$ cat config.mk
export PLATFORM = sky130hd
export DESIGN_NAME = pvac_top
export DESIGN_NICKNAME = d
export VERILOG_FILES = /design/src/rtl/pvac_pkg.sv /design/src/rtl/pvac_adc.sv /design/src/rtl/pvac_pwm.sv /design/src/rtl/pvac_top.sv
export VERILOG_INCLUDE_DIRS = /design/src /design/src/rtl
export SDC_FILE = /design/constraint.sdc
export NUM_CORES = 2
export LEC_CHECK = 0
export BUFFER_PORTS_ARGS = -buffer_cell sky130_fd_sc_hd__buf_2
export CAP_MARGIN = 30
export CORE_MARGIN = 1
export CORE_UTILIZATION = 37
export CTS_CLUSTER_DIAMETER = 30
export DETAILED_ROUTE_END_ITERATION = 16
export SLEW_MARGIN = 30
export SYNTH_ARGS = -nofsm -noshare
export SYNTH_HDL_FRONTEND = slang
export SYNTH_SLANG_ARGS = --single-unit
export TNS_END_PERCENT = 20
$ cat constraint.sdc
create_clock -name core_clk_in -period 49 [get_ports core_clk_in]
set_input_delay 2.45 -clock core_clk_in [delete_from_list [all_inputs] [get_ports core_clk_in]]
set_output_delay 2.45 -clock core_clk_in [all_outputs]
set_load 0.01 [all_outputs]
$ cat src/rtl/pvac_defs.svh
// register offsets, field positions, reset values and timing counts
`ifndef PVAC_DEFS_SVH
`define PVAC_DEFS_SVH
// register byte addresses on the bus
`define PVAC_OFF_KHOLD      12'h000
`define PVAC_OFF_KRUN       12'h004
`define PVAC_OFF_KACC       12'h008
`define PVAC_OFF_KDEC       12'h00C
`define PVAC_OFF_INTSPD     12'h010
`define PVAC_OFF_STSLP      12'h014
`define PVAC_OFF_FNACC      12'h018
`define PVAC_OFF_FNDEC      12'h01C
`define PVAC_OFF_KTHERM     12'h020
`define PVAC_OFF_ADCOUT     12'h024
`define PVAC_OFF_CONFIG     12'h028
`define PVAC_OFF_MINSPD     12'h02C
`define PVAC_OFF_IRQSTAT    12'h030
`define PVAC_OFF_IRQMASK    12'h034
`define PVAC_OFF_AMP        12'h038
// field positions
`define PVAC_CFG_SUPPLY_CORRECTION_ENABLE  5
`define PVAC_CFG_MUL_LSB    10
`define PVAC_CFG_DIV_LSB    13
`define PVAC_MINSPD_LSPD    12
`define PVAC_IRQ_STALL_A    0
`define PVAC_IRQ_STALL_B    1
`define PVAC_IRQ_ADC        2
// reset values
`define PVAC_RST_KVAL       8'h29
`define PVAC_RST_INTSPD     14'h0408
`define PVAC_RST_STSLP      8'h19
`define PVAC_RST_FNSLP      8'h29
`define PVAC_RST_KTHERM     4'h0
`define PVAC_RST_CONFIG     16'h2E88
`define PVAC_RST_MINSPD     13'h0000
// converter: 5 bits, half scale means nominal supply
`define PVAC_ADC_BITS       5
`define PVAC_ADC_HALF       5'h10
`define PVAC_PWM_BASE       10'h200
// clock cycles per oscillator tick; keeps m/(8n) at or below one tick a cycle
`define PVAC_OSC_PRESCALE   8
`endif

$ cat src/rtl/pvac_pkg.sv
// shared types for the phase voltage amplitude block
package pvac_pkg;
    typedef enum logic [3:0] {
        PVAC_PH_HOLD = 4'b0001,
        PVAC_PH_ACC  = 4'b0010,
        PVAC_PH_DEC  = 4'b0100,
        PVAC_PH_RUN  = 4'b1000
    } pvac_phase_e;
    typedef enum logic [2:0] {
        PVAC_ADC_IDLE = 3'b001,
        PVAC_ADC_RAMP = 3'b010,
        PVAC_ADC_DONE = 3'b100
    } pvac_adc_e;
endpackage

$ cat src/rtl/pvac_adc.sv
// ramp-compare converter sequencer for the supply sense input
`timescale 1ns/10ps
`include "pvac_defs.svh"
module pvac_adc
    import pvac_pkg::*;
(
    input  wire logic       core_clk_in,
    input  wire logic       rst_n_in,
    input  wire logic       start_in,
    input  wire logic       cmp_in,
    output logic [4:0]      ramp_out,
    output logic [4:0]      result_out,
    output logic            done_out
);
    pvac_adc_e   st_q, st_d;
    logic [4:0]  ramp_q, ramp_d;
    logic [4:0]  res_q, res_d;
    logic        done_q, done_d;
    logic [2:0]  sync_q;
    logic        cmp_hi_q;

    // three-stage sync; a change counts once stages two and three agree
    always_ff @(posedge core_clk_in) begin
        if (!rst_n_in) begin
            sync_q   <= 3'h0;
            cmp_hi_q <= 1'b0;
        end else begin
            sync_q <= {sync_q[1:0], cmp_in};
            if (sync_q[1] == sync_q[2]) begin
                cmp_hi_q <= sync_q[2];
            end
        end
    end

    // ramp rises one code per cycle until the comparator trips
    always_comb begin
        st_d   = st_q;
        ramp_d = ramp_q;
        res_d  = res_q;
        done_d = 1'b0;
        unique case (st_q)
            PVAC_ADC_IDLE: begin
                if (start_in) begin
                    st_d   = PVAC_ADC_RAMP;
                    ramp_d = 5'h00;
                end
            end
            PVAC_ADC_RAMP: begin
                // sync delay is accepted: it biases by a fixed few codes
                if (cmp_hi_q || ramp_q == 5'h1F) begin
                    res_d = ramp_q;
                    st_d  = PVAC_ADC_DONE;
                end else begin
                    ramp_d = ramp_q + 5'h01;
                end
            end
            PVAC_ADC_DONE: begin
                done_d = 1'b1;
                st_d   = PVAC_ADC_IDLE;
            end
            default: st_d = PVAC_ADC_IDLE;
        endcase
    end

    always_ff @(posedge core_clk_in) begin
        if (!rst_n_in) begin
            st_q   <= PVAC_ADC_IDLE;
            ramp_q <= 5'h00;
            res_q  <= `PVAC_ADC_HALF;
            done_q <= 1'b0;
        end else begin
            st_q   <= st_d;
            ramp_q <= ramp_d;
            res_q  <= res_d;
            done_q <= done_d;
        end
    end

    assign ramp_out   = ramp_q;
    assign result_out = res_q;
    assign done_out   = done_q;
endmodule

$ cat src/rtl/pvac_pwm.sv
// one pwm modulator for a bridge; duty compared against a 9-bit carrier
`timescale 1ns/10ps
`include "pvac_defs.svh"
module pvac_pwm (
    input  wire logic       core_clk_in,
    input  wire logic       rst_n_in,
    input  wire logic       tick_in,
    input  wire logic [8:0] duty_in,
    output logic            pwm_out,
    output logic            wrap_out
);
    logic [8:0] cnt_q, cnt_d;
    logic       pwm_q, pwm_d;
    logic       wrap_q, wrap_d;

    // carrier advances on each tick, 512 ticks per pwm period
    always_comb begin
        cnt_d  = cnt_q;
        pwm_d  = pwm_q;
        wrap_d = 1'b0;
        if (tick_in) begin
            cnt_d  = cnt_q + 9'h001;
            pwm_d  = (cnt_q < duty_in);
            wrap_d = (cnt_q == 9'h1FF);
        end
    end

    always_ff @(posedge core_clk_in) begin
        if (!rst_n_in) begin
            cnt_q  <= 9'h000;
            pwm_q  <= 1'b0;
            wrap_q <= 1'b0;
        end else begin
            cnt_q  <= cnt_d;
            pwm_q  <= pwm_d;
            wrap_q <= wrap_d;
        end
    end

    assign pwm_out  = pwm_q;
    assign wrap_out = wrap_q;
endmodule

$ cat src/rtl/pvac_top.sv
// phase voltage amplitude control: kval chain, pwm pair, stall flags
//
// Our own choices: the APB slave port and the register addresses.
`timescale 1ns/10ps
`include "pvac_defs.svh"
module pvac_top
    import pvac_pkg::*;
(
    input  wire logic        core_clk_in,
    input  wire logic        rst_n_in,
    // apb slave
    input  wire logic        psel,
    input  wire logic        penable,
    input  wire logic        pwrite,
    input  wire logic [11:0] paddr,
    input  wire logic [31:0] pwdata,
    output logic      [31:0] prdata,
    output logic             pready,
    output logic             pslverr,
    // motion state from the speed profiler
    input  wire logic [3:0]  motion_phase_in,
    input  wire logic [19:0] speed_in,
    input  wire logic [7:0]  microstep_in,
    input  wire logic        status_read_command_in,
    // current comparator stall pulses, per bridge
    input  wire logic        stall_a_in,
    input  wire logic        stall_b_in,
    input  wire logic        adc_cmp_in,
    output logic       [4:0] adc_ramp_out,
    output logic             pwm_a_out,
    output logic             pwm_b_out,
    output logic             stall_flag_a_n_out,
    output logic             stall_flag_b_n_out,
    output logic      [12:0] profile_min_speed_out,
    output logic             low_speed_active_out,
    output logic             irq_out
);
    // ******************************************************
    // registers
    // ******************************************************
    logic [7:0]  khold_q, krun_q, kacc_q, kdec_q;
    logic [13:0] intspd_q;
    logic [7:0]  stslp_q, fnacc_q, fndec_q;
    logic [3:0]  ktherm_q;
    logic [15:0] config_q;
    logic [12:0] minspd_q;
    logic        lspd_q;
    logic [2:0]  irqstat_q, irqstat_d;
    logic [2:0]  irqmask_q;
    logic [4:0]  adcout_q;
    logic [31:0] prdata_q, prdata_d;
    logic        pready_q, pslverr_q, pslverr_d;
    logic        irq_q;
    logic [7:0]  amp_q;
    logic        wr_en, rd_hit;
    logic [2:0]  events;

    // write strobe at the access edge; slave answers with no wait state
    assign wr_en = psel && penable && pwrite && pready_q;

    // address decode, unmapped reads give zero with an error answer
    always_comb begin
        prdata_d  = 32'h0000_0000;
        rd_hit    = 1'b1;
        unique case (paddr)
            `PVAC_OFF_KHOLD:   prdata_d = {24'h0, khold_q};
            `PVAC_OFF_KRUN:    prdata_d = {24'h0, krun_q};
            `PVAC_OFF_KACC:    prdata_d = {24'h0, kacc_q};
            `PVAC_OFF_KDEC:    prdata_d = {24'h0, kdec_q};
            `PVAC_OFF_INTSPD:  prdata_d = {18'h0, intspd_q};
            `PVAC_OFF_STSLP:   prdata_d = {24'h0, stslp_q};
            `PVAC_OFF_FNACC:   prdata_d = {24'h0, fnacc_q};
            `PVAC_OFF_FNDEC:   prdata_d = {24'h0, fndec_q};
            `PVAC_OFF_KTHERM:  prdata_d = {28'h0, ktherm_q};
            `PVAC_OFF_ADCOUT:  prdata_d = {27'h0, adcout_q};
            `PVAC_OFF_CONFIG:  prdata_d = {16'h0, config_q};
            // the fix enable is bit 12 of the stored word itself
            `PVAC_OFF_MINSPD:  prdata_d = {19'h0, minspd_q};
            `PVAC_OFF_IRQSTAT: prdata_d = {29'h0, irqstat_q};
            `PVAC_OFF_IRQMASK: prdata_d = {29'h0, irqmask_q};
            `PVAC_OFF_AMP:     prdata_d = {24'h0, amp_q};
            default:           rd_hit   = 1'b0;
        endcase
        pslverr_d = psel && !penable && !rd_hit;
    end

    always_ff @(posedge core_clk_in) begin
        if (!rst_n_in) begin
            khold_q   <= `PVAC_RST_KVAL;
            krun_q    <= `PVAC_RST_KVAL;
            kacc_q    <= `PVAC_RST_KVAL;
            kdec_q    <= `PVAC_RST_KVAL;
            intspd_q  <= `PVAC_RST_INTSPD;
            stslp_q   <= `PVAC_RST_STSLP;
            fnacc_q   <= `PVAC_RST_FNSLP;
            fndec_q   <= `PVAC_RST_FNSLP;
            ktherm_q  <= `PVAC_RST_KTHERM;
            config_q  <= `PVAC_RST_CONFIG;
            minspd_q  <= `PVAC_RST_MINSPD;
            lspd_q    <= 1'b0;
            irqmask_q <= 3'h0;
            prdata_q  <= 32'h0000_0000;
            pready_q  <= 1'b0;
            pslverr_q <= 1'b0;
        end else begin
            // pready is raised in setup so the access phase is one cycle
            pready_q  <= psel && !penable;
            pslverr_q <= pslverr_d;
            if (psel && !penable) begin
                prdata_q <= prdata_d;
            end
            if (wr_en) begin
                unique case (paddr)
                    `PVAC_OFF_KHOLD:   khold_q  <= pwdata[7:0];
                    `PVAC_OFF_KRUN:    krun_q   <= pwdata[7:0];
                    `PVAC_OFF_KACC:    kacc_q   <= pwdata[7:0];
                    `PVAC_OFF_KDEC:    kdec_q   <= pwdata[7:0];
                    `PVAC_OFF_INTSPD:  intspd_q <= pwdata[13:0];
                    `PVAC_OFF_STSLP:   stslp_q  <= pwdata[7:0];
                    `PVAC_OFF_FNACC:   fnacc_q  <= pwdata[7:0];
                    `PVAC_OFF_FNDEC:   fndec_q  <= pwdata[7:0];
                    // thermal factor is set by host firmware only
                    `PVAC_OFF_KTHERM:  ktherm_q <= pwdata[3:0];
                    `PVAC_OFF_CONFIG:  config_q <= pwdata[15:0];
                    `PVAC_OFF_MINSPD: begin
                        minspd_q <= pwdata[12:0];
                        lspd_q   <= pwdata[`PVAC_MINSPD_LSPD];
                    end
                    `PVAC_OFF_IRQMASK: irqmask_q <= pwdata[2:0];
                    default: ;
                endcase
            end
        end
    end

    assign prdata  = prdata_q;
    assign pready  = pready_q;
    assign pslverr = pslverr_q;

    // ******************************************************
    // pwm rate divider
    // ******************************************************
    logic [2:0]  div_n;
    logic [2:0]  mul_m;
    logic [6:0]  acc_q, acc_d;
    logic [6:0]  lim;
    logic        tick_q, tick_d;
    logic        wrap_a, wrap_b;

    // n = field+1, m = field+1; accumulator adds m, wraps at 8n, since
    // the oscillator is the clock over 8 so m > n never needs two ticks
    assign div_n = config_q[`PVAC_CFG_DIV_LSB +: 3];
    assign mul_m = config_q[`PVAC_CFG_MUL_LSB +: 3];
    assign lim   = 7'(({4'h0, div_n} + 7'h01) * `PVAC_OSC_PRESCALE);

    always_comb begin
        acc_d  = acc_q + {4'h0, mul_m} + 7'h01;
        tick_d = 1'b0;
        if (acc_d >= lim) begin
            acc_d  = acc_d - lim;
            tick_d = 1'b1;
        end
    end

    always_ff @(posedge core_clk_in) begin
        if (!rst_n_in) begin
            acc_q  <= 7'h00;
            tick_q <= 1'b0;
        end else begin
            acc_q  <= acc_d;
            tick_q <= tick_d;
        end
    end

    // ******************************************************
    // converter, sampled once per pwm period
    // ******************************************************
    logic [4:0] adc_res;
    logic       adc_done;

    pvac_adc u_adc (
        .core_clk_in (core_clk_in),
        .rst_n_in    (rst_n_in),
        .start_in    (wrap_a),
        .cmp_in      (adc_cmp_in),
        .ramp_out    (adc_ramp_out),
        .result_out  (adc_res),
        .done_out    (adc_done)
    );

    always_ff @(posedge core_clk_in) begin
        if (!rst_n_in) begin
            adcout_q <= `PVAC_ADC_HALF;
        end else if (adc_done) begin
            adcout_q <= adc_res;
        end
    end

    // ******************************************************
    // amplitude chain
    // ******************************************************
    logic [7:0]  kstart;
    logic [7:0]  fnslp;
    logic [19:0] knee;
    logic [27:0] bemf_full;
    logic [7:0]  bemf;
    logic [8:0]  ksum;
    logic [13:0] vs_prod;
    logic [8:0]  ks_vs;
    logic [13:0] th_prod;
    logic [8:0]  ks_th;
    logic [16:0] ms_prod;
    logic [7:0]  amp_d;
    logic        running;
    logic [4:0]  adc_div;

    assign running = (motion_phase_in != PVAC_PH_HOLD);

    // start coefficient per motion phase
    always_comb begin
        unique case (motion_phase_in)
            PVAC_PH_ACC: kstart = kacc_q;
            PVAC_PH_DEC: kstart = kdec_q;
            PVAC_PH_RUN: kstart = krun_q;
            default:     kstart = khold_q;
        endcase
    end

    // two-segment back-emf curve; speed scaled down 2^12
    always_comb begin
        fnslp = (motion_phase_in == PVAC_PH_DEC) ? fndec_q : fnacc_q;
        knee  = {6'h0, intspd_q};
        if (speed_in <= {6'h0, intspd_q}) begin
            bemf_full = speed_in * stslp_q;
        end else begin
            bemf_full = knee * stslp_q + (speed_in - knee) * fnslp;
        end
        if (!running) begin
            bemf = 8'h00;
        end else if (bemf_full[27:20] != 8'h00) begin
            bemf = 8'hFF;
        end else begin
            bemf = bemf_full[19:12];
        end
    end

    // supply and thermal factors; saturating to full scale
    always_comb begin
        ksum    = {1'b0, kstart} + {1'b0, bemf};
        adc_div = (adcout_q == 5'h00) ? 5'h01 : adcout_q;
        if (config_q[`PVAC_CFG_SUPPLY_CORRECTION_ENABLE]) begin
            // factor = half / reading, unity at half scale
            vs_prod = 14'(({5'h0, ksum} * 14'(`PVAC_ADC_HALF))
                      / {9'h0, adc_div});
        end else begin
            vs_prod = {5'h0, ksum};
        end
        ks_vs   = (vs_prod > 14'h01FF) ? 9'h1FF : vs_prod[8:0];
        // factor = 1 + k/16, so zero means unity
        th_prod = {5'h0, ks_vs} + 14'(({5'h0, ks_vs}
                  * {10'h0, ktherm_q}) >> 4);
        ks_th   = (th_prod > 14'h00FF) ? 9'h0FF : th_prod[8:0];
        ms_prod = {8'h0, ks_th} * {9'h0, microstep_in};
        amp_d   = ms_prod[15:8];
    end

    always_ff @(posedge core_clk_in) begin
        if (!rst_n_in) begin
            amp_q <= 8'h00;
        end else begin
            amp_q <= amp_d;
        end
    end

    // ******************************************************
    // modulators, one per bridge
    // ******************************************************
    pvac_pwm u_pwm_a (
        .core_clk_in (core_clk_in),
        .rst_n_in    (rst_n_in),
        .tick_in     (tick_q),
        .duty_in     ({amp_q, 1'b0}),
        .pwm_out     (pwm_a_out),
        .wrap_out    (wrap_a)
    );
    pvac_pwm u_pwm_b (
        .core_clk_in (core_clk_in),
        .rst_n_in    (rst_n_in),
        .tick_in     (tick_q),
        .duty_in     ({amp_q, 1'b0}),
        .pwm_out     (pwm_b_out),
        .wrap_out    (wrap_b)
    );

    // ******************************************************
    // stall flags, low speed fix and interrupt
    // ******************************************************
    logic flag_a_q, flag_b_q;
    logic lsa_q;
    logic [12:0] pmin_q;

    always_comb begin
        events    = {adc_done, stall_b_in, stall_a_in};
        irqstat_d = irqstat_q;
        if (wr_en && paddr == `PVAC_OFF_IRQSTAT) begin
            irqstat_d = irqstat_q & ~pwdata[2:0];
        end
        // a set in the clearing cycle wins
        irqstat_d = irqstat_d | events;
    end

    always_ff @(posedge core_clk_in) begin
        if (!rst_n_in) begin
            flag_a_q  <= 1'b1;
            flag_b_q  <= 1'b1;
            irqstat_q <= 3'h0;
            irq_q     <= 1'b0;
            lsa_q     <= 1'b0;
            pmin_q    <= 13'h0000;
        end else begin
            // stall beats a status read in the same cycle
            if (stall_a_in) begin
                flag_a_q <= 1'b0;
            end else if (status_read_command_in) begin
                flag_a_q <= 1'b1;
            end
            if (stall_b_in) begin
                flag_b_q <= 1'b0;
            end else if (status_read_command_in) begin
                flag_b_q <= 1'b1;
            end
            irqstat_q <= irqstat_d;
            irq_q     <= |(irqstat_d & irqmask_q);
            lsa_q     <= lspd_q && (speed_in <= {7'h0, minspd_q});
            pmin_q    <= lspd_q ? 13'h0000 : minspd_q;
        end
    end

    assign stall_flag_a_n_out    = flag_a_q;
    assign stall_flag_b_n_out    = flag_b_q;
    assign irq_out               = irq_q;
    assign low_speed_active_out  = lsa_q;
    assign profile_min_speed_out = pmin_q;

    // ******************************************************
    // checks
    // ******************************************************
    property p_stall_hold;
        @(posedge core_clk_in) disable iff (!rst_n_in)
        stall_a_in |=> !stall_flag_a_n_out;
    endproperty
    a_stall_hold: assert property (p_stall_hold)
        else $error("bridge a flag not low after stall");

    property p_min_zero;
        @(posedge core_clk_in) disable iff (!rst_n_in)
        lspd_q |=> profile_min_speed_out == 13'h0000;
    endproperty
    a_min_zero: assert property (p_min_zero)
        else $error("profile minimum not forced to zero");

    property p_stall_b_hold;
        @(posedge core_clk_in) disable iff (!rst_n_in)
        stall_b_in |=> !stall_flag_b_n_out;
    endproperty
    a_stall_b_hold: assert property (p_stall_b_hold)
        else $error("bridge b flag not low after stall");

    property p_flag_release;
        @(posedge core_clk_in) disable iff (!rst_n_in)
        !stall_a_in && status_read_command_in |=> stall_flag_a_n_out;
    endproperty
    a_flag_release: assert property (p_flag_release)
        else $error("bridge a flag not released by status read");

    property p_hold_no_bemf;
        @(posedge core_clk_in) disable iff (!rst_n_in)
        !running |-> bemf == 8'h00;
    endproperty
    a_hold_no_bemf: assert property (p_hold_no_bemf)
        else $error("back-emf added while stopped");

    property p_lspd_active;
        @(posedge core_clk_in) disable iff (!rst_n_in)
        lspd_q && (speed_in <= {7'h0, minspd_q}) |=> low_speed_active_out;
    endproperty
    a_lspd_active: assert property (p_lspd_active)
        else $error("low speed fix not active below minimum");
endmodule

=== Word level (Yosys, flattened, before mapping) ===
Cells that the tools add are included.
Widths: inputs -> output; s select.

* Register bits after elaboration: 221
* Word-level logic and storage cells: 152

* Add/subtract/negate cells: 11
* Reduce and logical (&&, ||, !) cells: 35
* Div/mod/pow operators: 1
* Magnitude comparators: 7
* Multipliers: 5
* Equal/unequal tests: 27
* Bitwise operators: 5
* Mux-type cells: 24

{| class="wikitable"
|+ Operator list
! kind !! number
|-
| $pmux 16 s15 || 1
|-
| $eq 12x6->1 const B || 7
|-
| $eq 12x5->1 const B || 4
|-
| $reduce_and 2->1 || 15
|-
| $add 22x28->28 || 1
|-
| $mul 20x8->28 || 1
|-
| $mul 21x9->28 || 1
|-
| $mux 28 || 1
|-
| $eq 12x4->1 const B || 2
|-
| $mux 8 || 3
|-
| $pmux 8 s3 || 1
|-
| $mul 14x8->22 || 1
|-
| $sub 20x14->21 || 1
|-
| $le 20x13->1 || 1
|-
| $le 20x14->1 || 1
|-
| $add 9x1->9 const B || 2
|-
| $lt 9x9->1 || 2
|-
| $mux 9 || 2
|-
| $mul 9x8->16 || 1
|-
| $mux 5 || 3
|-
| $reduce_or 15->1 || 1
|-
| $div 13x5->14 || 1
|-
| $gt 14x9->1 const B || 1
|-
| $mux 14 || 1
|-
| other kinds (42) || 60
|}

=== Logic depth before layout (Yosys ltp) ===
* Depth after elaboration: 18
* Mapped depth: 216

=== Hierarchy ===
From an unflattened synthesis, not the netlist that was laid out.

* Cells, all modules: 3794
* Area total of the unflattened synthesis: 31402.6 µm²

{| class="wikitable"
|+ By module, submodules not included
! module !! sequential area each (µm²) !! area each (µm²) !! cells an instance !! times used
|-
| pvac_top || 3303.2 || 29291.8 || 3568 || 1
|-
| pvac_pwm || 220.2 || 681.9 || 73 || 2
|-
| pvac_adc || 360.3 || 747.0 || 80 || 1
|}

=== Least setup slack after synthesis ===
No wires, ideal clock.

* Path type: input-to-reg
* From: input speed_in[1]
* To: register amp_q[7]
* Setup time: 0.076 ns
* Path buffers: 7
* Required time: 48.924 ns
* Arrival time: 42.880 ns
* Cell stages on the path: 204
* Slack: 6.044 ns
* Path through: ha_1 nor2b_1 o21ai_0 nand2b_1 a21o_1 a21o_1 a21o_1 a21o_1 a21o_1 a21o_1 a21o_1 a21o_1 and3_1 inv_1 o21ai_0 a21oi_1 nand2b_1 xnor2_1 (+168 left out) inv_1 fa_1 inv_1 fa_1 inv_1 ha_1 a21o_1 a21oi_1 o21bai_1 a21oi_1 inv_1 a21oi_1 nor2b_1 o21a_1 nor2_1 nor2b_1 or3_1 a21boi_0

* Cells in the longest elaborated chain, start to end: 17

{| class="wikitable"
|+ RTL lines
! what !! RTL line !! source
|-
| start: declaration || pvac_top.sv:22 || <nowiki>input wire logic [19:0] speed_in,</nowiki>
|-
| $sub 20x14->21 || pvac_top.sv:236 || <nowiki>bemf_full = knee * stslp_q + (speed_in - knee) * fnslp;</nowiki>
|-
| $mul 21x9->28 || pvac_top.sv:236 ||
|-
| $add 22x28->28 || pvac_top.sv:236 ||
|-
| $mux 28 (*) || pvac_top.sv:233 || <nowiki>if (speed_in <= {6'h0, intspd_q}) begin</nowiki>
|-
| $reduce_bool 8->1 || pvac_top.sv:240 || <nowiki>end else if (bemf_full[27:20] != 8'h00) begin</nowiki>
|-
| $mux 8 (*) || pvac_top.sv:240 ||
|-
| $mux 8 (*) || pvac_top.sv:238 || <nowiki>if (!running) begin</nowiki>
|-
| $add 8x8->9 (*) || pvac_top.sv:249 || <nowiki>ksum = {1'b0, kstart} + {1'b0, bemf};</nowiki>
|-
| $div 13x5->14 || pvac_top.sv:253 || <nowiki>vs_prod = 14'(({5'h0, ksum} * 14'(`PVAC_ADC_HALF))</nowiki>
|-
| $mux 14 (*) || pvac_top.sv:251 || <nowiki>if (config_q[`PVAC_CFG_SUPPLY_CORRECTION_ENABLE]) begin</nowiki>
|-
| $gt 14x9->1 || pvac_top.sv:258 || <nowiki>ks_vs = (vs_prod > 14'h01FF) ? 9'h1FF : vs_prod[8:0];</nowiki>
|-
| $mux 9 (*) || pvac_top.sv:258 ||
|-
| $mul 9x4->13 || pvac_top.sv:261 || <nowiki>* {10'h0, ktherm_q}) >> 4);</nowiki>
|-
| $add 9x9->10 (*) || pvac_top.sv:260 || <nowiki>th_prod = {5'h0, ks_vs} + 14'(({5'h0, ks_vs}</nowiki>
|-
| $gt 10x8->1 || pvac_top.sv:262 || <nowiki>ks_th = (th_prod > 14'h00FF) ? 9'h0FF : th_prod[8:0];</nowiki>
|-
| $mux 9 (*) || pvac_top.sv:262 ||
|-
| $mul 9x8->16 (*) || pvac_top.sv:263 || <nowiki>ms_prod = {8'h0, ks_th} * {9'h0, microstep_in};</nowiki>
|-
| end signal: assignment || pvac_top.sv:271 || <nowiki>amp_q <= amp_d;</nowiki>
|-
| end: declaration || pvac_top.sv:54 || <nowiki>logic [7:0] amp_q;</nowiki>
|}

Mark *: on every way between the ends. The rest lies on a longest branch, timed or not.
A chain may end at the register's enable or synchronous reset.

=== Worst setup path after layout ===
Ends and elaborated chain as after synthesis.

==> flow_summary.ini <==
[setup_path]
critical_path_buf_inv_count = 19
cpLargestDelayFamily = compound AO/OA/AOI/OAI gates
worstPathRequired_ps = 49470
reg2reg_depth = 203
critPathSlowestCell = fa_1
r2r-start = intspd_q[2]$_SDFFE_PN0P_
r2r_end = amp_q[7]$_SDFF_PN0_
crit_type = in -> reg
critPathLaunchType = primary input
cp-endpoint = amp_q[7]$_SDFF_PN0_
crit_top_cell = ha_1
max_stage_delay_ps = 550
cp_max_fo = 12
crit_arrival_ps = 46040
cp-end-kind = flop
cp-startpoint = speed_in[1]
cp.depth = 206
reg2reg_setup_slack_ps = 4830

[timing]
tightest_slew_ps = 939
hold_viol = 0
min_period_over_period_pct = 93.0
maxSlewViolCount = 0
slew_headroom_pct = 37.4
tns_ps = 0
finalSetupViolations = 0
max_freq_mhz = 21.9
rsz0062_at_grt = false
finalClockSkew_ps = 26.7
final.min_clock_period_ps = 45570

[cells_and_area]
drive_gt1_share_pct = 9.61
nets = 4670
fillCellCount = 8492
multi_input_area_um2 = 24800
area_growth_pct = 12.4
seq_area_um2 = 4090

[placement]
place.gp.congestion = 0.901
hpwlAfterDp_mm = 67.0
numPortBuffers = 110

[cts]
cts.hold.buffers_added = 0
clockRootBuffer = clkbuf_16
path_clk_slew_ps = 50
cts.sinks = 204
htree_levels = 2
clk_latency_ps = 550
clk_path_buf_depth = 3
tritoncts = built
numCtsBuffers = 49

[yosys]
yosys_register_bits = 204
post_synth.cell_area_avg_um2 = 8.34
yosys_warnings = 0
ys_seq_area_share_pct = 13.0
synth_edf_count = 0
synth_most_common_cell = nand2_1
synth_top_flop_cell = dfxtp_1
netlist_instances = 3769
yosysTopAreaCell = fa_1
synth_common_cells = 579 x nand2_1, 574 x inv_1, 400 x fa_1
async_flop_share_pct = 0
synth_cell_types = 103
netlist.area_leader.share_pct = 25.5
syn_area_um2 = 31400
synth.area.top_cells = fa_1 25%, dfxtp_1 13%, ha_1 12%

[drt]
wl_per_cell_um = 17.3
route.detailed.drc = 0
drt_iter0_drc = 1788
final_antenna_net_count = 0
viasPerCell = 5.19
via_count = 26224
drt_pass1_iterations = 8
wirelength_mm = 87.3

[floorplanning]
dieArea_um2 = 86100
io_pins = 143
initial_core_util_pct = 37.5
die_h_um = 293
coreArea_um2 = 83800
rows = 106
die_w_um = 293

[global_route]
grt_max_degree = 105
antenna_found_initial = 4
grt_pass1_vias = 26683
grt_pass1_wl_mm = 143
overflow = 0
grt_use_total_pct = 20.5

[min_path]
min_path_cells = 1
hp-class = reg -> reg

[run_status]
outcome = complete, no violations

[run]
drv_cap = 0
## metal layers
metal  GRT usage (%)  up-vias  wire length [um]
li1                -    12492                 -
met1            28.5    12874             39900
met2            33.7      740             39800
met3            2.81      114              5820
met4            4.79        4              1640
met5               0        -                24
## repair_timing
item | CTS | global route
gates resized for setup | 0 | 19
buffers inserted | 0 | 12
endpoints found under the setup margin | 0 | 8
## worst register-to-register path: cells and delay by family, from the launching register on
family / cells / cell delay [ps]
XOR/XNOR: 3 / 750
AO/OA/AOI/OAI: 99 / 19240
flip-flops: 1 / 740
adder cells (fa/ha/maj): 33 / 12050
buffers and inverters: 17 / 1850
AND/OR/NAND/NOR: 45 / 7450
multiplexers: 6 / 2000
## worst min-delay path by stage
stage,slack (ps),end,start
floorplan,410,u_adc.done_out$_SDFF_PN0_,u_adc.st_q[1]$_SDFFE_PN0P_
global placement,430,u_adc.sync_q[1]$_SDFF_PN0_,u_adc.sync_q[0]$_SDFF_PN0_
detailed placement,420,u_adc.sync_q[1]$_SDFF_PN0_,u_adc.sync_q[0]$_SDFF_PN0_
CTS,430,u_adc.sync_q[1]$_SDFF_PN0_,u_adc.sync_q[0]$_SDFF_PN0_
global route,450,u_adc.sync_q[1]$_SDFF_PN0_,u_adc.sync_q[0]$_SDFF_PN0_
finish,430,u_adc.sync_q[1]$_SDFF_PN0_,u_adc.sync_q[0]$_SDFF_PN0_
## final cells by class
| type | count | area share, % |
|---|---|---|
| antenna | 2 | 0.0142 |
| inverter | 574 | 6.10 |
| clock buffer | 62 | 3.87 |
| clock inverter | 30 | 1.06 |
| tap | 1134 | 4.02 |
| sequential | 204 | 11.6 |
| multi-input combinational | 2862 | 70.3 |
| timing repair buffer | 182 | 3.10 |
## registers in the layout (all words and copies together) (netlist names), 9 cells and up
name	count
u_pwm_a.cnt_q	9
u_pwm_b.cnt_q	9
config_q	16
intspd_q	14
minspd_q	13
prdata	16
profile_min_speed_out	13
## cells by family after synthesis
| family | share of synthesized area, % |
|---|---|
| other | 0.0239 |
| flip-flops | 13.0 |
| AND/OR/NAND/NOR | 20.4 |
| buffers and inverters | 8.93 |
| adder cells (fa/ha/maj) | 37.9 |
| XOR/XNOR | 3.42 |
| AO/OA/AOI/OAI | 14.3 |
| multiplexers | 2.01 |
## placed cells by master, fill, tap and decap left out, drive strengths merged, types with 68 or more instances in the layout
cell type	n
fa	400
dfxtp	204
a21boi	86
xnor2	79
o21ai	100
nor2	156
a21o	68
inv	578
nor2b	92
and2	215
ha	312
buf	182
nand3	70
nand2	580
a21oi	105
## per-stage QoR
stage                     util, %  hold WS, ps  setup WS (ps)  std cells  instance area [um2]
after floorplan                 -          409           6040       3792                31500
after global placement       39.8          425           1330       4942                33300
after detailed placement     39.8          421           1150       4942                33300
after CTS                    41.9          433           1510       5034                35100
after global routing         42.1          449           26.3       5048                35300
final                        42.1          431           3430       5050                35300
Power is left out: the tool's default activity adds up to more than one toggle a clock period on the data nets, which glitch-free logic cannot reach.
